File: src/rtl/adc_ctl_pkg.sv
/*
 * Constants, types and helper functions shared by the converter control logic.
 * Assumes a single 125 MHz system clock and a synchronous, active-high reset.
 */
// Notes on behaviour
// - Busy rises when a conversion starts, falls after the result is latched.
// - Master read-after-convert mode uses a longer busy duration than other modes.
// - Range: neither 0-5 V, span-ten 0-10 V, signed +-5 V, both +-10 V.
// - Output bus is enabled only while chip select and read are both low.
// - Chip select gates the external serial clock, never the configuration port.
// - Reset held high aborts any conversion in progress.
// - Leaving reset clears configuration; straight-binary format gives all-zero data.
// - Power-down lets the current conversion finish, then blocks new ones.
// - In parallel mode the shared pin drives data bit fifteen.
// - In serial configuration mode the shared pin is the configuration port select.
// - Serial configuration mode means serial selected and software configuration.
package adc_ctl_pkg;

    // ------------------------------------------------------------
    // timing
    // ------------------------------------------------------------
    localparam int CLK_MHZ        = 125;
    localparam int BUSY_NORMAL_NS = 1200;
    localparam int BUSY_RAC_NS    = 1500;

    // least time: round up, never below one cycle
    function automatic int ns_to_cycles(input int ns);
        int c;
        c = (ns * CLK_MHZ + 999) / 1000;
        return (c < 1) ? 1 : c;
    endfunction

    localparam int BUSY_NORMAL_CYC = ns_to_cycles(BUSY_NORMAL_NS);
    localparam int BUSY_RAC_CYC    = ns_to_cycles(BUSY_RAC_NS);

    // ------------------------------------------------------------
    // widths and reset values
    // ------------------------------------------------------------
    localparam int              DATA_W      = 16;
    localparam int              CFG_W       = 8;
    localparam int              FIFO_DEPTH  = 4;
    localparam int              BUSY_CNT_W  = 16;
    localparam logic [15:0]     DATA_RST_SB = 16'h0000;
    localparam logic [15:0]     DATA_RST_TC = 16'h8000;
    localparam logic [7:0]      CFG_RST     = 8'h00;

    // ------------------------------------------------------------
    // types
    // ------------------------------------------------------------
    typedef enum logic [1:0] {
        RANGE_0_5V,
        RANGE_0_10V,
        RANGE_PM5V,
        RANGE_PM10V
    } range_t;

    typedef enum {
        CONV_IDLE,
        CONV_RUN
    } conv_state_t;

    function automatic range_t decode_range(input logic signed_sel, input logic ten_sel);
        unique case ({signed_sel, ten_sel})
            2'b00: return RANGE_0_5V;
            2'b01: return RANGE_0_10V;
            2'b10: return RANGE_PM5V;
            2'b11: return RANGE_PM10V;
        endcase
    endfunction

endpackage

File: src/rtl/sample_fifo.sv
/*
 * Small synchronous FIFO for converted samples, valid/ready on both sides.
 * Assumes one clock; reset empties it in one cycle.
 */
`timescale 1ns/1ps
`default_nettype none
module sample_fifo #(
    parameter int WIDTH = 16,
    parameter int DEPTH = 4
) (
    // clock and reset
    input  wire logic             clk_sys,
    input  wire logic             rst,
    // fill side
    input  wire logic             in_valid,
    output logic                  in_ready,
    input  wire logic [WIDTH-1:0] in_data,
    // drain side
    output logic                  out_valid,
    input  wire logic             out_ready,
    output logic      [WIDTH-1:0] out_data
);
    localparam int AW = (DEPTH > 1) ? $clog2(DEPTH) : 1;
    localparam int CW = $clog2(DEPTH + 1);

    if (DEPTH < 2 || (DEPTH & (DEPTH - 1)) != 0) begin : g_bad_depth
        $error("sample_fifo depth must be a power of two of at least two");
    end

    logic [WIDTH-1:0] mem [DEPTH];
    logic [AW-1:0]    wr_ptr;
    logic [AW-1:0]    rd_ptr;
    logic [CW-1:0]    count;
    logic [AW-1:0]    next_wr_ptr;
    logic [AW-1:0]    next_rd_ptr;
    logic [CW-1:0]    next_count;
    logic             push;
    logic             pop;

    assign in_ready  = (count != CW'(DEPTH));
    assign out_valid = (count != '0);
    assign out_data  = mem[rd_ptr];
    assign push      = in_valid & in_ready;
    assign pop       = out_valid & out_ready;

    always_comb begin
        next_wr_ptr = push ? wr_ptr + AW'(1) : wr_ptr;
        next_rd_ptr = pop ? rd_ptr + AW'(1) : rd_ptr;
        next_count  = count + CW'(push) - CW'(pop);
    end

    always_ff @(posedge clk_sys) begin
        if (rst) begin
            wr_ptr <= '0;
            rd_ptr <= '0;
            count  <= '0;
        end else begin
            wr_ptr <= next_wr_ptr;
            rd_ptr <= next_rd_ptr;
            count  <= next_count;
        end
    end

    // storage needs no reset; empty flag guards reads
    always_ff @(posedge clk_sys) begin
        if (push) begin
            mem[wr_ptr] <= in_data;
        end
    end

endmodule
`default_nettype wire

File: src/rtl/adc_control_pin_logic.sv
/*
 * Digital control and status logic of the converter: busy, range decode,
 * output bus enables, serial clock gating, serial configuration port and reset.
 * Assumes all pins are asynchronous to clk_sys and the converter core hands
 * its result on sar_code in the clk_sys domain.
 */
`timescale 1ns/1ps
`default_nettype none
module adc_control_pin_logic
    import adc_ctl_pkg::*;
#(
    parameter int BUSY_NORMAL = BUSY_NORMAL_CYC,
    parameter int BUSY_RAC    = BUSY_RAC_CYC
) (
    // clock and reset
    input  wire logic              clk_sys,
    input  wire logic              rst,
    // conversion
    input  wire logic              conv_start_n,
    input  wire logic [DATA_W-1:0] sar_code,
    output logic                   busy,
    output logic                   powered_down,
    // mode straps
    input  wire logic              serial_parallel_select,
    input  wire logic              hardware_software_config_select,
    input  wire logic              external_internal_clock_select,
    input  wire logic              read_during_convert,
    input  wire logic              output_format_select,
    input  wire logic              power_down_in,
    // input range
    input  wire logic              bipolar_select,
    input  wire logic              span_ten_select,
    output range_t                 range_sel,
    // output bus
    input  wire logic              cs_n,
    input  wire logic              rd_n,
    output logic      [DATA_W-2:0] data_out,
    output logic                   data_oe,
    input  wire logic              data_bit_fifteen_in,
    output logic                   data_bit_fifteen_out,
    output logic                   data_bit_fifteen_oe,
    // serial read-out
    input  wire logic              serial_clk_in,
    output logic                   serial_data_out,
    output logic                   serial_data_oe,
    // serial configuration
    input  wire logic              cfg_clk_in,
    input  wire logic              cfg_data_in,
    output logic      [CFG_W-1:0]  cfg_word
);
    if (BUSY_NORMAL < 2 || BUSY_RAC < 2 || BUSY_NORMAL >= (1 << BUSY_CNT_W)
        || BUSY_RAC >= (1 << BUSY_CNT_W)) begin : g_bad_busy
        $error("busy durations must be at least two cycles and fit the busy counter");
    end

    // ------------------------------------------------------------
    // pin synchronisers
    // ------------------------------------------------------------
    localparam int NPIN = 16;
    logic [NPIN-1:0] pin_raw;
    logic [NPIN-1:0] pin_meta;
    logic [NPIN-1:0] pin_s;
    logic [NPIN-1:0] pin_d;

    assign pin_raw = {conv_start_n, serial_parallel_select, hardware_software_config_select,
                      external_internal_clock_select, read_during_convert, output_format_select,
                      power_down_in, bipolar_select, span_ten_select, cs_n, rd_n,
                      data_bit_fifteen_in, serial_clk_in, cfg_clk_in, cfg_data_in, 1'b0};

    always_ff @(posedge clk_sys) begin
        pin_meta <= pin_raw;
        pin_s    <= pin_meta;
        pin_d    <= pin_s;
    end

    logic start_n_s, ser_s, hw_s, ext_s, rdc_s, fmt_s, pd_s, bip_s, ten_s;
    logic cs_n_s, rd_n_s, cfg_port_select_n, sclk_s, cfgclk_s, cfgdat_s;
    assign {start_n_s, ser_s, hw_s, ext_s, rdc_s, fmt_s, pd_s, bip_s, ten_s, cs_n_s, rd_n_s,
            cfg_port_select_n, sclk_s, cfgclk_s, cfgdat_s} = pin_s[NPIN-1:1];

    logic start_fall, sclk_rise, cfgclk_rise;
    assign start_fall  = pin_d[15] & ~start_n_s;
    assign sclk_rise   = ~pin_d[3] & sclk_s;
    assign cfgclk_rise = ~pin_d[2] & cfgclk_s;

    // ------------------------------------------------------------
    // mode decode
    // ------------------------------------------------------------
    logic parallel_mode, slave_serial, master_rac, cfg_mode, bus_en_cond;
    assign parallel_mode = ~ser_s;
    assign slave_serial  = ser_s & ext_s;
    assign master_rac    = ser_s & ~ext_s & ~rdc_s;
    assign cfg_mode      = ser_s & ~hw_s;
    assign bus_en_cond   = ~cs_n_s & ~rd_n_s;

    // ------------------------------------------------------------
    // conversion sequencer
    // ------------------------------------------------------------
    conv_state_t             state, next_state;
    logic [BUSY_CNT_W-1:0]   cnt, next_cnt;
    logic [BUSY_CNT_W-1:0]   target, next_target;
    logic                    start_ok;
    logic                    done;
    logic                    fifo_in_ready;

    // a full FIFO refuses new conversions so no sample is overwritten
    assign start_ok = start_fall & ~pd_s & fifo_in_ready;
    assign done     = (state == CONV_RUN) && (cnt == target - BUSY_CNT_W'(1));

    always_comb begin
        next_state  = state;
        next_cnt    = cnt;
        next_target = target;
        unique case (state)
            CONV_IDLE: begin
                if (start_ok) begin
                    next_state  = CONV_RUN;
                    next_cnt    = '0;
                    next_target = master_rac ? BUSY_CNT_W'(BUSY_RAC)
                                             : BUSY_CNT_W'(BUSY_NORMAL);
                end
            end
            CONV_RUN: begin
                next_cnt = cnt + BUSY_CNT_W'(1);
                if (done) begin
                    next_state = CONV_IDLE;
                end
            end
        endcase
    end

    always_ff @(posedge clk_sys) begin
        if (rst) begin
            state  <= CONV_IDLE;
            cnt    <= '0;
            target <= BUSY_CNT_W'(BUSY_NORMAL);
        end else begin
            state  <= next_state;
            cnt    <= next_cnt;
            target <= next_target;
        end
    end

    assign busy         = (state == CONV_RUN);
    assign powered_down = pd_s & ~busy;

    // ------------------------------------------------------------
    // result buffer and output bus
    // ------------------------------------------------------------
    logic              fifo_out_valid;
    logic              pop;
    logic [DATA_W-1:0] fifo_head;
    logic              bus_en;
    logic              next_bus_en;

    // the word leaves the FIFO when the host ends its read
    assign pop = bus_en & ~bus_en_cond & fifo_out_valid;

    sample_fifo #(
        .WIDTH (DATA_W),
        .DEPTH (FIFO_DEPTH)
    ) u_fifo (
        .clk_sys   (clk_sys),
        .rst       (rst),
        .in_valid  (done),
        .in_ready  (fifo_in_ready),
        .in_data   (sar_code),
        .out_valid (fifo_out_valid),
        .out_ready (pop),
        .out_data  (fifo_head)
    );

    logic [DATA_W-1:0] data_word, next_data_word;
    logic [DATA_W-1:0] shreg, next_shreg;
    logic              sclk_gated;

    assign sclk_gated = sclk_rise & ~cs_n_s & slave_serial;

    always_comb begin
        next_bus_en    = bus_en_cond;
        next_data_word = fifo_out_valid ? fifo_head : data_word;
        next_shreg     = shreg;
        if (bus_en_cond & ~bus_en) begin
            next_shreg = next_data_word;
        end else if (sclk_gated) begin
            next_shreg = {shreg[DATA_W-2:0], 1'b0};
        end
        if (rst) begin
            next_bus_en    = 1'b0;
            next_data_word = fmt_s ? DATA_RST_SB : DATA_RST_TC;
            next_shreg     = next_data_word;
        end
    end

    always_ff @(posedge clk_sys) begin
        bus_en    <= next_bus_en;
        data_word <= next_data_word;
        shreg     <= next_shreg;
    end

    assign data_out             = data_word[DATA_W-2:0];
    assign data_oe              = bus_en & parallel_mode;
    assign data_bit_fifteen_out = data_word[DATA_W-1];
    assign data_bit_fifteen_oe  = bus_en & parallel_mode;
    assign serial_data_out      = shreg[DATA_W-1];
    assign serial_data_oe       = bus_en & ser_s;

    // ------------------------------------------------------------
    // serial configuration port
    // ------------------------------------------------------------
    logic [CFG_W-1:0] next_cfg_word;
    logic             cfg_shift;

    // chip select plays no part here, only the shared select pin
    assign cfg_shift = cfg_mode & ~cfg_port_select_n & cfgclk_rise;

    always_comb begin
        next_cfg_word = cfg_word;
        if (cfg_shift) begin
            next_cfg_word = {cfg_word[CFG_W-2:0], cfgdat_s};
        end
    end

    always_ff @(posedge clk_sys) begin
        if (rst) begin
            cfg_word <= CFG_RST;
        end else begin
            cfg_word <= next_cfg_word;
        end
    end

    // ------------------------------------------------------------
    // input range
    // ------------------------------------------------------------
    always_ff @(posedge clk_sys) begin
        range_sel <= decode_range(bip_s, ten_s);
    end

    // ------------------------------------------------------------
    // checks
    // ------------------------------------------------------------
    logic [BUSY_CNT_W-1:0] busy_age;
    logic                  lat_rac;
    always_ff @(posedge clk_sys) begin
        busy_age <= busy ? busy_age + BUSY_CNT_W'(1) : '0;
        if (start_ok && state == CONV_IDLE) begin
            lat_rac <= master_rac;
        end
    end
endmodule
`default_nettype wire

File: config.mk
export PLATFORM = sky130hd
export DESIGN_NAME = adc_control_pin_logic
export DESIGN_NICKNAME = d
export VERILOG_FILES = /design/src/rtl/adc_ctl_pkg.sv /design/src/rtl/sample_fifo.sv /design/src/rtl/adc_control_pin_logic.sv
export SDC_FILE = /design/constraint.sdc
export NUM_CORES = 1
export LEC_CHECK = 0
export ABC_AREA = 1
export ABC_CLOCK_PERIOD_IN_PS = 3600
export BUFFER_PORTS_ARGS = -buffer_cell sky130_fd_sc_hd__buf_2
export CAP_MARGIN = 10
export CORE_UTILIZATION = 60
export CTS_CLUSTER_SIZE = 12
export DETAILED_ROUTE_END_ITERATION = 6
export PLACE_DENSITY = 0.81
export SKIP_LAST_GASP = 1
export SYNTH_ARGS = -nofsm -noshare
export SYNTH_HDL_FRONTEND = slang
export SYNTH_HIERARCHICAL = 1
export SYNTH_SLANG_ARGS = --single-unit
File: constraint.sdc
create_clock -name clk_sys -period 3.6 [get_ports clk_sys]
set_clock_uncertainty 0.05 [all_clocks]
set_input_delay 0.36 -clock clk_sys [delete_from_list [all_inputs] [get_ports clk_sys]]
set_output_delay 0.36 -clock clk_sys [all_outputs]
set_load 0.1 [all_outputs]
==> impl_results.md <==
- CTS Buf Count: 17
- Clk_lat worst skew: 0.54 ns
- Crit path max fanout: 21
- Global-route wire length before repair: 21.5 mm
- Maximum VDD drop: 0.000358 V
- Cell Pwr Density: 517 mW/mm²
- Placed cell count: 813
- Routed wire length: 13.4 mm
- N_diodes: 0
- LEAKAGE: 3.29 nW
- CTS max path bufs: 2
- Post-synthesis sequential area ratio: 64.7%
- Top cell type's share of synthesized area: 37.3%
- Clock sink total: 168
- Vias in the first global route: 4,601
- Die W: 106 µm
- Highest clock rate: 359 MHz
- Post-synthesis cell type count: 38
- Post-Syn Area: 0.00643 mm²
- Pre-Repair DR Iteration Count: 5
- Remaining global-route overflow: 0
- Most frequent cells after synthesis: 90 x nor2_1, 88 x dfxtp_1, 80 x edfxtp_1
- Kind of critical path: reg2reg
- Layout cells sized above 1: 20.5%
- Core ar.: 0.0104 mm²
- Setup Viol. Count Final: 0
- WL per Instance: 15.3 µm
- Syn Area/Cell: 10.2 µm²
- P&R area growth vs syn: 19.5%
- Via count: 4,666
- DRC: 0
- Placed cell areas: 0.00683 mm²
- Final Max Slew Viols: 0
- Worst slack at placement: 0.856 ns
- Yosys warnings: 6
- Final min period: 2.79 ns
- Net count after synthesis: 671
- Ys async rst share: 0%
- Post-synthesis sequential element count: 168
- Cells after Synth: 630
- Worst EP required: 3.97 ns
- RSZ-0062 raised after global routing: no
- Fin area: 0.00768 mm²
- PostCTS Resize Cnt: 0
- Post-synth EDFFs: 80
- Largest net degree at the start of global routing: 41
- Final Cycle Share: 77.4%
- Post-detail-place hpwl: 8.16 mm
- Reg clk slew, reported paths: 0.06 ns
- CTS tree: yes
- Postcts setup bufs: 0
- I/O Pins: 65
- Top_reg_cell synth: dfxtp_1
- Hold Path Class: in2reg
- CTS Root Cell: clkbuf_8
- Crit path DAT: 3.15 ns
- Num rows: 37
- Overall global routing resource usage: 25.5%
- Yosys top cell by area: edfxtp_1
- Nets: 766
- Depth of the CTS H-tree: 4
- Endpoints failing hold: 0
- Status: finished clean
- Most area-consuming cells after synthesis: edfxtp_1 37%, dfxtp_1 27%, nor2_1 5.3%
- Initial antenna violation count: 0
- 1st-iter DRT viols: 418
- Most frequent cell after synthesis: nor2_1
- Die H: 106 µm
- Setup TNS: 0 ns
- Fin cells: 874
- Port Buffer Count: 64
- Critical path capture point type: flop
- Via/cell ratio: 5.34
- Worst-Margin Slew: 0.624 ns
- GP Congestion: 0.873
- Worst setup margin: 0.814 ns
- Post-route ant nets: 0
- Crit start category: flop
- Initial Utilization: 62.0%
- Slew margin rel.: 58.3%
- Die Area: 0.0111 mm²
- Max-cap violations: 0
worst max-delay path: stages (launching register included):
cell      delay [ns]
dfxtp_1         0.42
nor2_2          0.09
nand2_2         0.27
inv_2           0.18
nor3_1          0.34
a21boi_0        0.23
ha_1            0.26
inv_1           0.06
ha_1            0.13
inv_1           0.05
fa_1            0.37
o21ai_0         0.16
nor2_1          0.06
per-layer routing:
| metal | vias to the layer above | global-route usage, % | share of wire [%] |
|---|---|---|---|
| met5 | - | 0 | 0 |
| met4 | 0 | 12.9 | 2.8 |
| met3 | 34 | 6.68 | 7.0 |
| met2 | 190 | 39.9 | 48 |
| met1 | 2163 | 33.1 | 42 |
| li1 | 2279 | - | - |
power breakdown:
| part | total [mW] | switching (mW) | internal (mW) | leakage, nW |
|---|---|---|---|---|
| combinational | 0.183 | 0.125 | 0.0580 | 1.53 |
| sequential | 2.07 | 0.0186 | 2.05 | 1.47 |
| clock | 1.73 | 0.736 | 0.989 | 0.288 |
| total | 3.97 | 0.880 | 3.09 | 3.29 |
flip-flops by register name, indices dropped and copies added, names as in the netlist, named ones only:
| signal | flops |
|---|---|
| data_word | 16 |
| u_fifo/wr_ptr | 2 |
| shreg | 16 |
| cfg_word | 8 |
| u_fifo/mem | 64 |
| target | 2 |
| bus_en | 1 |
| u_fifo/count | 3 |
| range_sel | 2 |
| state | 1 |
| u_fifo/rd_ptr | 2 |
| pin_s | 15 |
| cnt | 16 |
| pin_d | 3 |
| pin_meta | 15 |
cells by family after synthesis:
group | share of synthesized area, %
AOI/OAI and AO/OA | 8.97
buffers and inverters | 6.19
adders and majority gates | 1.67
and+or+nand+nor | 18.3
muxes | 0.156
DFF | 64.7
path summary, 6_finish.rpt:
kind,end,slack [ns],start,depth (start not counted)
min,u_fifo/mem[2][4]$_DFFE_PP_,0.02,sar_code[4],1
max,u_fifo/count[2]$_SDFF_PP0_,0.81,u_fifo/count[1]$_SDFF_PP0_,12
min reg2reg,pin_s[15]$_DFF_P_,0.28,pin_meta[15]$_DFF_P_,0
max reg2reg,u_fifo/count[2]$_SDFF_PP0_,0.81,u_fifo/count[1]$_SDFF_PP0_,12
layout make-up:
cell class | count | area [µm²]
sequential | 168 | 4160
fill | 707 | 2690
multi-input combinational | 370 | 1870
timing repair buffer | 99 | 656
clock buffer | 17 | 414
inverter | 69 | 262
tap | 136 | 170
clock inverter | 15 | 149
per-stage QoR:
step	util (%)	hold WS [ns]	power [mW]
4_1_cts	74.1	0.00150	3.98
5_1_grt	74.1	0.00166	4.09
3_3_place_gp	65.9	0.260	2.26
3_5_place_dp	65.9	0.262	2.26
6_report	74.1	0.0187	3.97
2_1_floorplan	-	0.260	2.22
layout by cell type, fill, tap and decap left out, types with 2 or more instances in the layout:
cell type and n:
dlygate4sd3_1 29, or2_2 21, nor3_1 7, inv_4 2
nor2_1 90, or2_1 3, nor2_4 3, nand4_2 2
nor2_2 5, a21oi_1 30, inv_1 62, bufinv_16 2
nand3_1 32, clkinv_2 6, edfxtp_1 80, ha_1 7
clkbuf_16 16, buf_4 6, inv_6 3, clkinv_4 3
nand2_1 75, o22ai_1 16, a211oi_1 4, a21boi_0 2
o21ai_1 31, nand4_1 2, inv_2 6, nand2_2 7
o21ai_0 22, buf_2 64, dfxtp_1 88
what timing repair did:
action,4_1_cts,5_1_grt
setup endpoints to repair,0,0
hold buffers,29,0
hold endpoints to repair,71,0
Note: power is estimated with default switching activity, not from simulation.
